**config.mk**
```make
export PLATFORM = sky130hd
export DESIGN_NAME = cpu_interrupt_entry_exit
export DESIGN_NICKNAME = d
export VERILOG_FILES = /design/src/verilog/irq_pkg.sv /design/src/verilog/irq_pick_if.sv /design/src/verilog/irq_picker.sv /design/src/verilog/stack_ram.sv /design/src/verilog/cpu_interrupt_entry_exit.sv
export VERILOG_INCLUDE_DIRS = /design/src /design/src/verilog
export SDC_FILE = /design/constraint.sdc
export NUM_CORES = 2
export LEC_CHECK = 0
export ABC_AREA = 1
export CAP_MARGIN = 40
export CELL_PAD_IN_SITES_DETAIL_PLACEMENT = 1
export CELL_PAD_IN_SITES_GLOBAL_PLACEMENT = 1
export CORE_MARGIN = 10
export CORE_UTILIZATION = 55
export CTS_BUF_LIST = sky130_fd_sc_hd__clkbuf_16
export DETAILED_ROUTE_END_ITERATION = 7
export DONT_BUFFER_PORTS = 1
export PLACE_DENSITY_LB_ADDON = 0.1
export SLEW_MARGIN = 30
export SYNTH_ARGS = -nofsm -noshare
export SYNTH_HDL_FRONTEND = slang
export SYNTH_SLANG_ARGS = --single-unit
```
**constraint.sdc**
```tcl
create_clock -name clock_i -period 9.3 [get_ports clock_i]
set_input_delay 1.86 -clock clock_i [delete_from_list [all_inputs] [get_ports clock_i]]
set_output_delay 1.86 -clock clock_i [all_outputs]
set_load 0.01 [all_outputs]
```
**src/verilog/irq_defines.svh**
```systemverilog
`ifndef IRQ_DEFINES_SVH
`define IRQ_DEFINES_SVH

// status flags register layout and reset value
`define STATUS_GIE_BIT 7
`define STATUS_RESET 8'h00

// stack pointer reset value and bytes moved per return address
`define SP_RESET 16'h00ff
`define PC_STACK_BYTES 16'h0002

// vector table: reset at the bottom, one slot per source above it
`define RESET_VECTOR 16'h0000
`define VECTOR_STRIDE 16'h0002

// cycle counts of the sequences
`define ENTRY_CYCLES 3'h4
`define JUMP_CYCLES 3'h3
`define WAKE_CYCLES 3'h4
`define RETURN_CYCLES 3'h4

`endif

```
**src/verilog/irq_pkg.sv**
```systemverilog
package irq_pkg;

  // sequencer states
  typedef enum logic [2:0] {
    ST_RUN = 3'b000,
    ST_WAKE = 3'b001,
    ST_ENTRY = 3'b010,
    ST_JUMP = 3'b011,
    ST_RETURN = 3'b100
  } irq_state_e;

  typedef logic [15:0] addr_t;
  typedef logic [7:0] byte_t;
  typedef logic [2:0] count_t;

endpackage

```
**src/verilog/irq_pick_if.sv**
```systemverilog
`timescale 1ns/1ps
interface irq_pick_if #(
  parameter int N = 8,
  parameter int IDX_W = 3
);
  logic [N-1:0] pending;
  logic any;
  logic [IDX_W-1:0] index;

  modport requester (output pending, input any, input index);
  modport picker (input pending, output any, output index);
endinterface // irq_pick_if

```
**src/verilog/irq_picker.sv**
```systemverilog
`timescale 1ns/1ps
module irq_picker #(
  parameter int N = 8,
  parameter int IDX_W = 3
) (
  irq_pick_if.picker pick_if // pending in, winner out
);
  import irq_pkg::*;

  // lowest index wins, it has the lowest vector address
  function automatic logic [IDX_W-1:0] lowest(input logic [N-1:0] v);
    logic [IDX_W-1:0] r;
    r = '0;
    for (int i = N - 1; i >= 0; i--) begin
      if (v[i]) begin
        r = IDX_W'(i);
      end
    end
    return r;
  endfunction

  // combinational choice, registered by the sequencer when taken
  assign pick_if.any = |pick_if.pending;
  assign pick_if.index = lowest(pick_if.pending);
endmodule // irq_picker

```
**src/verilog/stack_ram.sv**
```systemverilog
`timescale 1ns/1ps
module stack_ram #(
  parameter int DEPTH = 256,
  parameter int AW = 8
) (
  input wire logic clock_i, // core clock
  input wire logic we_i, // write strobe
  input wire logic [AW-1:0] waddr_i, // write address
  input wire irq_pkg::byte_t wdata_i, // write byte
  input wire logic [AW-1:0] raddr_i, // read address
  output irq_pkg::byte_t rdata_o // read byte, one cycle late
);
  import irq_pkg::*;

  byte_t mem [DEPTH];
  byte_t rdata_reg;

  // depth must fill the address space so no address aliases silently
  if (DEPTH != (1 << AW)) begin : g_bad_depth
    $error("stack_ram: DEPTH must equal 2**AW");
  end

  // write port
  always_ff @(posedge clock_i) begin
    if (we_i) begin
      mem[waddr_i] <= wdata_i;
    end
  end

  // read data from a register, no reset needed on a memory
  always_ff @(posedge clock_i) begin
    rdata_reg <= mem[raddr_i];
  end

  assign rdata_o = rdata_reg;
endmodule // stack_ram

```
**src/verilog/cpu_interrupt_entry_exit.sv**
```systemverilog
`timescale 1ns/1ps
`include "irq_defines.svh"
module cpu_interrupt_entry_exit #(
  parameter int N = 8,
  parameter logic [N-1:0] FLAG_MASK = '1,
  parameter int STACK_AW = 8
) (
  input wire logic clock_i, // core clock, 100 MHz
  input wire logic rst_i, // synchronous reset, active high
  input wire logic [N-1:0] cond_i, // event pulse or level per source
  input wire logic [N-1:0] enable_i, // per-source enables
  input wire logic [N-1:0] flag_clear_i, // write-one-to-clear strobes
  input wire logic instr_done_i, // instruction boundary
  input wire logic sei_i, // global enable instr at boundary
  input wire logic cli_i, // global disable instr at boundary
  input wire logic return_from_handler_i, // return instr at boundary
  input wire logic status_we_i, // core writes status flags
  input wire irq_pkg::byte_t status_wdata_i, // status write data
  input wire logic sp_we_i, // core writes stack pointer
  input wire irq_pkg::addr_t sp_wdata_i, // stack pointer write data
  input wire logic sleeping_i, // core asleep
  input wire irq_pkg::addr_t pc_i, // address of next instruction
  output logic stall_o, // hold the core
  output logic pc_load_o, // one-cycle pc load pulse
  output irq_pkg::addr_t pc_value_o, // value to load
  output irq_pkg::byte_t status_o, // status_flags_reg
  output logic [N-1:0] flag_o, // pending flags
  output logic [N-1:0] ack_o, // one-cycle service acknowledge
  output irq_pkg::addr_t sp_o, // stack pointer
  output logic wake_o // pulse, wake started
);
  import irq_pkg::*;

  localparam int IDX_W = (N > 1) ? $clog2(N) : 1;

  // vector addresses must fit in 16 bits
  if (N < 1 || N > 1000) begin : g_bad_n
    $error("cpu_interrupt_entry_exit: N out of range");
  end
  if (STACK_AW < 2 || STACK_AW > 16) begin : g_bad_aw
    $error("cpu_interrupt_entry_exit: STACK_AW out of range");
  end

  // vector address of source idx, reset owns the first slot
  function automatic addr_t vec_addr(input logic [IDX_W-1:0] idx);
    return 16'(`RESET_VECTOR + (32'(idx) + 32'h1) * `VECTOR_STRIDE);
  endfunction

  // one-hot mask of a source index
  function automatic logic [N-1:0] onehot(input logic [IDX_W-1:0] idx);
    return N'(1) << idx;
  endfunction

  irq_state_e state_reg, state_next;
  count_t cnt_reg, cnt_next;
  byte_t status_reg, status_next;
  addr_t sp_reg, sp_next;
  addr_t pc_save_reg, pc_save_next;
  addr_t vec_reg, vec_next;
  addr_t ret_pc_reg, ret_pc_next;
  logic [N-1:0] flag_reg, flag_next;
  logic [N-1:0] ack_reg, ack_next;
  logic inhibit_reg, inhibit_next;
  logic boot_reg;
  logic stall_reg;
  logic pc_load_reg, pc_load_next;
  addr_t pc_value_reg, pc_value_next;
  logic wake_reg;

  irq_pick_if #(.N(N), .IDX_W(IDX_W)) pick_if ();

  irq_picker #(.N(N), .IDX_W(IDX_W)) u_picker (
    .pick_if (pick_if)
  );

  logic ram_we;
  logic [STACK_AW-1:0] ram_waddr;
  byte_t ram_wdata;
  logic [STACK_AW-1:0] ram_raddr;
  byte_t ram_rdata;

  stack_ram #(.DEPTH(1 << STACK_AW), .AW(STACK_AW)) u_stack (
    .clock_i (clock_i),
    .we_i (ram_we),
    .waddr_i (ram_waddr),
    .wdata_i (ram_wdata),
    .raddr_i (ram_raddr),
    .rdata_o (ram_rdata)
  );

  // request vector: flag-type from flags, level-type straight from pins
  // level requests
  wire [N-1:0] request = (flag_reg & FLAG_MASK) | (cond_i & ~FLAG_MASK);
  assign pick_if.pending = request & enable_i;

  // global enable as seen this cycle
  // enable at bit 7
  wire gie = status_reg[`STATUS_GIE_BIT];
  // disable wins at once over a boundary take, also by a status write
  wire gie_drop = cli_i | (status_we_i & ~status_wdata_i[`STATUS_GIE_BIT]);

  // boundary: a completed instruction that is not a return
  // wait for instruction end
  wire boundary = instr_done_i & ~return_from_handler_i;
  // no service at the enabling boundary
  wire can_take = gie & ~gie_drop & ~sei_i & ~inhibit_reg & pick_if.any;
  wire take_run = (state_reg == ST_RUN) & boundary & can_take;
  // a sleeping core has no instruction in flight, so any cycle qualifies
  wire take_wake = (state_reg == ST_RUN) & sleeping_i & ~instr_done_i &
                   gie & ~inhibit_reg & pick_if.any;
  wire take = take_run | take_wake;
  wire do_return = (state_reg == ST_RUN) & instr_done_i &
                   return_from_handler_i;

  wire [N-1:0] hw_clear = take ? (onehot(pick_if.index) & FLAG_MASK) : '0;

  // length of the sequence in the current state
  wire count_t seq_len = (state_reg == ST_WAKE) ? `WAKE_CYCLES :
                         (state_reg == ST_ENTRY) ? `ENTRY_CYCLES :
                         (state_reg == ST_JUMP) ? `JUMP_CYCLES :
                         `RETURN_CYCLES;
  wire seq_last = (cnt_reg == seq_len - 3'h1);

  // stack traffic: two pushes at entry, two reads at return
  wire push_lo = (state_reg == ST_ENTRY) & (cnt_reg == 3'h0);
  wire push_hi = (state_reg == ST_ENTRY) & (cnt_reg == 3'h1);
  assign ram_we = push_lo | push_hi;
  assign ram_waddr = sp_reg[STACK_AW-1:0];
  assign ram_wdata = push_lo ? pc_save_reg[7:0] : pc_save_reg[15:8];
  wire addr_t pop_addr = (cnt_reg == 3'h0) ? sp_reg + 16'h0001 :
                         sp_reg + `PC_STACK_BYTES;
  assign ram_raddr = pop_addr[STACK_AW-1:0];

  // flags: set wins over any clear in the same cycle
  // set regardless of enables
  assign flag_next = (flag_reg & ~flag_clear_i & ~hw_clear) |
                     (cond_i & FLAG_MASK);

  // sequencer next state and counter
  always_comb begin
    state_next = state_reg;
    cnt_next = cnt_reg;
    case (state_reg)
      ST_RUN: begin
        cnt_next = 3'h0;
        if (do_return) begin
          state_next = ST_RETURN;
        end else if (take_wake) begin
          state_next = ST_WAKE;
        end else if (take_run) begin
          state_next = ST_ENTRY;
        end
      end
      ST_WAKE, ST_ENTRY, ST_JUMP, ST_RETURN: begin
        cnt_next = seq_last ? 3'h0 : cnt_reg + 3'h1;
        if (seq_last) begin
          case (state_reg)
            ST_WAKE: state_next = ST_ENTRY;
            // vector runs after four entry cycles
            ST_ENTRY: state_next = ST_JUMP;
            default: state_next = ST_RUN;
          endcase
        end
      end
      default: begin
        state_next = ST_RUN;
        cnt_next = 3'h0;
      end
    endcase
  end

  // status flags register; only bit 7 is ever changed by hardware
  // arithmetic flags left to software
  always_comb begin
    status_next = status_reg;
    if (status_we_i) begin
      status_next = status_wdata_i;
    end
    if (instr_done_i && sei_i) begin
      status_next[`STATUS_GIE_BIT] = 1'b1;
    end
    if (instr_done_i && cli_i) begin
      status_next[`STATUS_GIE_BIT] = 1'b0;
    end
    if (take) begin
      status_next[`STATUS_GIE_BIT] = 1'b0;
    end
    // handler may set it itself to nest
    if (state_reg == ST_RETURN && seq_last) begin
      status_next[`STATUS_GIE_BIT] = 1'b1;
    end
  end

  // stack pointer: core writes, minus one per push, plus two on return
  always_comb begin
    sp_next = sp_reg;
    if (sp_we_i && state_reg == ST_RUN) begin
      sp_next = sp_wdata_i;
    end
    // two decrements for the return address
    if (ram_we) begin
      sp_next = sp_reg - 16'h0001;
    end
    // plus two at the end of return
    if (state_reg == ST_RETURN && seq_last) begin
      sp_next = sp_reg + `PC_STACK_BYTES;
    end
  end

  // captured return address, vector and popped pc
  // lowest index is the lowest vector address
  // one slot per source above reset
  assign pc_save_next = take ? pc_i : pc_save_reg;
  assign vec_next = take ? vec_addr(pick_if.index) : vec_reg;
  always_comb begin
    ret_pc_next = ret_pc_reg;
    if (state_reg == ST_RETURN && cnt_reg == 3'h1) begin
      ret_pc_next[15:8] = ram_rdata;
    end
    if (state_reg == ST_RETURN && cnt_reg == 3'h2) begin
      ret_pc_next[7:0] = ram_rdata;
    end
  end

  // one-instruction shadow after enable or return
  always_comb begin
    inhibit_next = inhibit_reg;
    if (state_reg == ST_RUN && instr_done_i) begin
      inhibit_next = sei_i;
    end
    if (state_reg == ST_RETURN && seq_last) begin
      inhibit_next = 1'b1;
    end
  end

  // pc load pulse: reset vector, end of vector jump, end of return
  always_comb begin
    pc_load_next = 1'b0;
    pc_value_next = pc_value_reg;
    if (boot_reg) begin
      pc_load_next = 1'b1;
      pc_value_next = `RESET_VECTOR;
    end else if (state_reg == ST_JUMP && seq_last) begin
      pc_load_next = 1'b1;
      pc_value_next = vec_reg;
    end else if (state_reg == ST_RETURN && seq_last) begin
      pc_load_next = 1'b1;
      pc_value_next = {ret_pc_reg[15:8], ret_pc_reg[7:0]};
    end
  end

  assign ack_next = take ? onehot(pick_if.index) : '0;

  // sequencer registers
  always_ff @(posedge clock_i) begin
    if (rst_i) begin
      state_reg <= ST_RUN;
      cnt_reg <= 3'h0;
    end else begin
      state_reg <= state_next;
      cnt_reg <= cnt_next;
    end
  end

  // architectural state
  always_ff @(posedge clock_i) begin
    if (rst_i) begin
      status_reg <= `STATUS_RESET;
      sp_reg <= `SP_RESET;
      flag_reg <= '0;
      inhibit_reg <= 1'b0;
    end else begin
      status_reg <= status_next;
      sp_reg <= sp_next;
      flag_reg <= flag_next;
      inhibit_reg <= inhibit_next;
    end
  end

  // working registers of entry and return
  always_ff @(posedge clock_i) begin
    if (rst_i) begin
      pc_save_reg <= 16'h0000;
      vec_reg <= `RESET_VECTOR;
      ret_pc_reg <= 16'h0000;
    end else begin
      pc_save_reg <= pc_save_next;
      vec_reg <= vec_next;
      ret_pc_reg <= ret_pc_next;
    end
  end

  // output registers; stall follows the next state so the core freezes
  // on the very edge that starts a sequence
  always_ff @(posedge clock_i) begin
    if (rst_i) begin
      boot_reg <= 1'b1;
      stall_reg <= 1'b0;
      pc_load_reg <= 1'b0;
      pc_value_reg <= `RESET_VECTOR;
      ack_reg <= '0;
      wake_reg <= 1'b0;
    end else begin
      boot_reg <= 1'b0;
      stall_reg <= (state_next != ST_RUN);
      pc_load_reg <= pc_load_next;
      pc_value_reg <= pc_value_next;
      ack_reg <= ack_next;
      wake_reg <= take_wake;
    end
  end

  assign stall_o = stall_reg;
  assign pc_load_o = pc_load_reg;
  assign pc_value_o = pc_value_reg;
  assign status_o = status_reg;
  assign flag_o = flag_reg;
  assign ack_o = ack_reg;
  assign sp_o = sp_reg;
  assign wake_o = wake_reg;
endmodule // cpu_interrupt_entry_exit

```
# Word-level counts from Yosys, hierarchy flattened
# Memories as Yosys holds them, arrays and structs flattened. A register that Yosys moved wholly into a read port is not among the register bits.
# Index checks and enable logic that the tools add are counted.
[totals]
ff_bits = 114
mem_bits_rw = 2048
inputBits = 73
output_inout_bits = 59
word_cells = 122
memories = 1
[classes]
n_addsub = 6
eq_ne = 7
n_shift = 1
muxes = 38
n_bitwise = 33
reduce_logical = 19
[memory_table]
columns = ["name", "depth", "word_bits", "rd", "rd_clocked_by_memory_dff", "write_ports", "line", "source"]
rows = [
  ["u_stack.mem", 256, 8, 1, 1, 1, "stack_ram.sv:15", "byte_t mem [DEPTH];"],
]
[ops]
columns = ["operator", "count"]
rows = [
  ["$mux 16", 5],
  ["$mux 3", 15],
  ["$mux 8", 4],
  ["$and 8x8->8", 3],
  ["$and 1x1->1", 17],
  ["$add 16x2->16 const B", 1],
  ["$not 8->8", 2],
  ["$sub 16x1->16 const B", 1],
  ["$mux 1", 12],
  ["$eq 3x2->1 const B", 3],
  ["$add 8x1->8 const B", 1],
  ["$logic_and 1x1->1", 8],
  ["$or 8x8->8", 1],
  ["$reduce_or 8->1", 1],
  ["$shl 1x3->8 const A", 1],
  ["$not 1->1", 7],
  ["$eq 3x1->1 const B", 2],
  ["$logic_not 3->1", 2],
  ["$pmux 3 s2", 1],
  ["$reduce_bool 3->1", 2],
  ["$reduce_bool 5->1", 1],
  ["$add 3x1->4 const B", 1],
  ["$pmux 2 s2", 1],
  ["$reduce_bool 2->1", 2],
  ["8 further kinds", 10],
]

# Longest topological paths before layout
[logic_depth]
word_depth = 14
ltp_mapped = 17
ltp_nobuf = 15

# Modules after synthesis
# Synthesis repeated with hierarchy kept, for this count alone.
[unflattened]
hier_cells = 7831
area_unflattened_um2 = 88927.8
[modules_own_cells]
columns = ["mod", "instances", "cells_each", "area_per_inst_um2", "seq_area_each_um2"]
rows = [
  ["stack_ram", 1, 7003, 83396.2, 61659.1],
  ["cpu_interrupt_entry_exit", 1, 806, 5432.7, 2062.0],
  ["irq_picker", 1, 22, 98.8, 0.0],
]

# Worst setup path after synthesis
# OpenSTA, ideal clock, no wires.
[synth_path]
path_type = "flip-flop to flip-flop"
start = "reg cnt_reg[0]"
end = "mem u_stack.mem[0][0] (netlist name), data pin"
setup_time_ns = 0.555
t_arrival_ns = 2.962
required_ns = 8.745
slack_ns = 5.783
path_stages_with_launch = 7
n_path_buf = 0
synth_period_minus_slack_ns = 3.517
path_cell_list = "dfxtp_1 inv_1 ha_1 nand2_4 inv_2 nand2_1 mux2_2"
[synth_via]
elab_chain_cells = 3
[synth_lines]
columns = ["item", "line", "source"]
rows = [
  ["start: declaration", "cpu_interrupt_entry_exit.sv:55", "count_t cnt_reg, cnt_next;"],
  ["start signal: assignment", "cpu_interrupt_entry_exit.sv:261", "cnt_reg <= cnt_next;"],
  ["$logic_not 3->1", "cpu_interrupt_entry_exit.sv:125", "wire push_lo = (state_reg == ST_ENTRY) & (cnt_reg == 3'h0);"],
  ["$and 1x1->1", "cpu_interrupt_entry_exit.sv:125", ""],
  ["$mux 8", "cpu_interrupt_entry_exit.sv:129", "assign ram_wdata = push_lo ? pc_save_reg[7:0] : pc_save_reg[15:8];"],
  ["named net ram_wdata[0]", "cpu_interrupt_entry_exit.sv:78", "byte_t ram_wdata;"],
  ["end: declaration", "stack_ram.sv:15", ""],
]
# The timed path passes the listed nets, and every way through them passes these cells.

# Worst setup path after layout
[layout_path]
start = "reg cnt_reg[0]"
end = "reg u_stack.rdata_reg[3] (netlist: u_stack.rdata_o[3]) (read register of u_stack.mem)"
[layout_via]
elab_chain_cells = 2
[layout_lines]
columns = ["item", "line", "source"]
rows = [
  ["$logic_not 3->1", "cpu_interrupt_entry_exit.sv:130", "wire addr_t pop_addr = (cnt_reg == 3'h0) ? sp_reg + 16'h0001 :"],
  ["$mux 8 (no line)", "n/a", ""],
  ["end: declaration", "stack_ram.sv:16", "byte_t rdata_reg;"],
]
# No other way between the ends.
# A chain may end at the register's enable or synchronous reset.

==> results.sh <==
export IMPL_run_status="complete, no violations"
export IMPL_grt_start_max_net_pins=189
export IMPL_max_slew_violation_count=0
export IMPL_core_area_um2=170000
export IMPL_postSynth_asyncResetShare=0
export IMPL_finalHoldViolCount=0
export IMPL_remaining_drc_errors=0
export IMPL_drt_pre_antenna_iters=6
export IMPL_power_leakage_nw=42.4
export IMPL_post_cts_resized_instances=0
export IMPL_cell_count_after_synthesis=9247
export IMPL_cpPeakStageDelay_ns=0.68
export IMPL_synth_to_final_area_change_pct=10.2
export IMPL_vias=68421
export IMPL_regMostFlops="u_stack.mem"
export IMPL_period_share=0.568
export IMPL_min_delay_path_depth=2
export IMPL_dpl_cell_area_um2=96200
export IMPL_timing_critical_path_arrival_ns=6.09
export IMPL_cpMaxStageDelayCell="sky130_fd_sc_hd__buf_4"
export IMPL_synthMostInstantiatedCell="sky130_fd_sc_hd__nand2_1"
export IMPL_number_of_filler_instances_in_the_final_layout=18006
export IMPL_clk_path_buf_depth=3
export IMPL_insertion_delay_ns=0.87
export IMPL_worst_ep_required_time_ns=10.10
export IMPL_final_instance_count_excl_fill=11545
export IMPL_floorplan_die_area_um2=188000
export IMPL_timing_setup_tns_ns=0
export IMPL_synth_top_cells_by_count="sky130_fd_sc_hd__nand2_1, sky130_fd_sc_hd__edfxtp_1, sky130_fd_sc_hd__nand3_1"
export IMPL_antenna_found_initial=9
export IMPL_globalRouteTotalUtil=0.315
export IMPL_crit_top_cell="sky130_fd_sc_hd__nand3_1"
export IMPL_reg2reg_depth=14
export IMPL_wl_cell_um=26.2
export IMPL_max_cap_violations=0
export IMPL_postCtsSetupRepairBufs=0
export IMPL_clkSlewWorstSetupHoldPaths_ns=0.06
export IMPL_finalCriticalPeriod_ns=5.28
export IMPL_tritoncts="yes"
export IMPL_path_delay_family="simple AND/OR/NAND/NOR gates"
export IMPL_hold_path_class="flip-flop to flip-flop"
export IMPL_cts_root_buf="sky130_fd_sc_hd__clkbuf_16"
export IMPL_yosysSeqAreaShare=0.677
export IMPL_setup_viol=0
export IMPL_synth_top_area_share=0.654
export IMPL_synth_seq_cells=2159
export IMPL_final_core_utilization=0.611
export IMPL_grt_pass1_vias=71504
export IMPL_end_kind="flip-flop"
export IMPL_crit_path_cell_trace="inv_1 -> ha_1 -> nand3_1 -> nand2_1 -> o21ai_4 -> inv_4 -> buf_4 -> buf_4 -> nand3_1 -> nand3_1 -> nand3_1 -> nand3_1 -> nand3_1 -> nand2_1"
export IMPL_grt_first_pass_wirelength_um=447000
export IMPL_timing_worst_setup_path_type="flip-flop to flip-flop"
export IMPL_dieHeight_um=434
export IMPL_grt_remaining_overflow=0
export IMPL_chipWidth_um=434
export IMPL_cts_made_buffers=219
export IMPL_critical_path_startpoint_type="flip-flop"
export IMPL_initial_cell_density_of_the_core=0.554
export IMPL_port_buffers=0
export IMPL_synth_edf_count=2048
export IMPL_cts_num_sinks=2159
export IMPL_mappedNetlistArea_um2=94100
export IMPL_largest_register_ff_count=2048
export IMPL_final_instance_area_um2=104000
export IMPL_yosysWarnings=0
export IMPL_routabilityCongestion=0.860
export IMPL_vias_per_cell=5.93
export IMPL_average_size_of_a_mapped_cell_um2=10.2
export IMPL_timing_clock_skew_ns=0.0309
export IMPL_wirelength_um=302000
export IMPL_dp_hpwl_um=175000
export IMPL_rows=151
export IMPL_worstPathBufferInverterCount=4
export IMPL_ios=132
export IMPL_max_clock_freq_mhz=189
export IMPL_vdd_ir_drop_max_mv=0.204
export IMPL_drt_iter0_markers=7521
export IMPL_synth_distinct_cells=43
export IMPL_clock_tree_htree_level_count=4
export IMPL_ys_dominant_reg_cell="sky130_fd_sc_hd__edfxtp_1"
export IMPL_layout_nets=9234
export IMPL_relSlewSlack=0.124
export IMPL_timing_critical_path_depth=14
export IMPL_post_synth_top_area_cell="sky130_fd_sc_hd__edfxtp_1"
export IMPL_critical_path_peak_fanout=49
export IMPL_tightest_slew_ns=1.31
export IMPL_setup_repair_after_global_routing_missed_its_margin="no"
export IMPL_placed_cells=11061
export IMPL_net_count_synth=9338
export IMPL_synth_area_leaders="sky130_fd_sc_hd__edfxtp_1, sky130_fd_sc_hd__nand2_1, sky130_fd_sc_hd__nand3_1, sky130_fd_sc_hd__inv_1, sky130_fd_sc_hd__dfxtp_1"
export IMPL_drt_antenna_violating_nets=0
export IMPL_layout_drive_gt1_share=0.0560
export IMPL_power_per_cell_area_nw_per_um2=216
export IMPL_hold_buffer_count_at_cts=0
-- cell families (layout without fill, tap and decap cells) --
group	Yosys count	count (layout)	synth area share
AND/OR/NAND/NOR	4686	4686	0.212
flip-flops	2159	2159	0.677
buffers and inverters	2061	2134	0.0868
AO/OA/AOI/OAI	295	295	0.0183
adder cells (fa/ha/maj)	18	18	0.00239
XOR/XNOR	18	18	0.00188
multiplexers	10	10	0.00117
other	0	7	0
-- area by class of cell --
| cell class | count | area [um^2] | area share |
|---|---|---|---|
| tap | 2218 | 2780 | 0.0268 |
| clock buffer | 226 | 5660 | 0.0546 |
| inverter | 1548 | 5810 | 0.0561 |
| multi-input combinational | 5027 | 22500 | 0.217 |
| sequential | 2159 | 63700 | 0.615 |
| timing repair buffer | 188 | 2130 | 0.0205 |
| antenna | 7 | 17.5 | 0.000169 |
| clock inverter | 172 | 985 | 0.00950 |
-- layout by cell type, fill, tap and decap left out, types with 66 or more instances in the layout --
cell and instances:
sky130_fd_sc_hd__nand2_1 2446, sky130_fd_sc_hd__edfxtp_1 2048, sky130_fd_sc_hd__nand3_1 1792, sky130_fd_sc_hd__inv_1 1593
sky130_fd_sc_hd__nor2_1 381, sky130_fd_sc_hd__clkbuf_16 226, sky130_fd_sc_hd__o21ai_0 146, sky130_fd_sc_hd__dfxtp_1 111
sky130_fd_sc_hd__buf_4 110, sky130_fd_sc_hd__o211ai_1 70, sky130_fd_sc_hd__clkinv_1 66
-- worst reg2reg max path: cells and delay by family, from the launching register on --
| family | cells | cell delay, ns |
|---|---|---|
| flops | 1 | 0.36 |
| fa+ha+maj | 1 | 0.29 |
| compound gates | 1 | 0.12 |
| simple gates | 8 | 2.48 |
| buf+inv | 4 | 1.99 |
-- final timing paths --
path                            slack (ns)                  to           from
worst max-delay path                  4.02  u_stack.rdata_o[3]     cnt_reg[0]
worst max register to register        4.02  u_stack.rdata_o[3]     cnt_reg[0]
worst min register to register        0.47       pc_value_o[7]  ret_pc_reg[7]
worst min-delay path                  0.47       pc_value_o[7]  ret_pc_reg[7]
-- power by group --
part / internal [W] / switching (W)
logic: 0.000786 / 0.00249
registers: 0.0106 / 0.0000983
clock network: 0.00460 / 0.00376
-- layer usage --
| metal | GRT usage | wire, um |
|---|---|---|
| met5 | 0 | 105 |
| met4 | 0.150 | 14800 |
| met3 | 0.0563 | 23300 |
| met2 | 0.527 | 148000 |
| met1 | 0.397 | 116000 |
-- stage by stage --
step,hold WS [ns],power [W],worst slack (ns)
after floorplan,0.430,0.0128,5.78
after global placement,0.461,0.0139,4.25
after detailed placement,0.470,0.0141,4.23
after CTS,0.477,0.0223,4.16
after global routing,0.507,0.0230,3.83
final,0.474,0.0223,4.02
(Power assumes the default switching activity.)
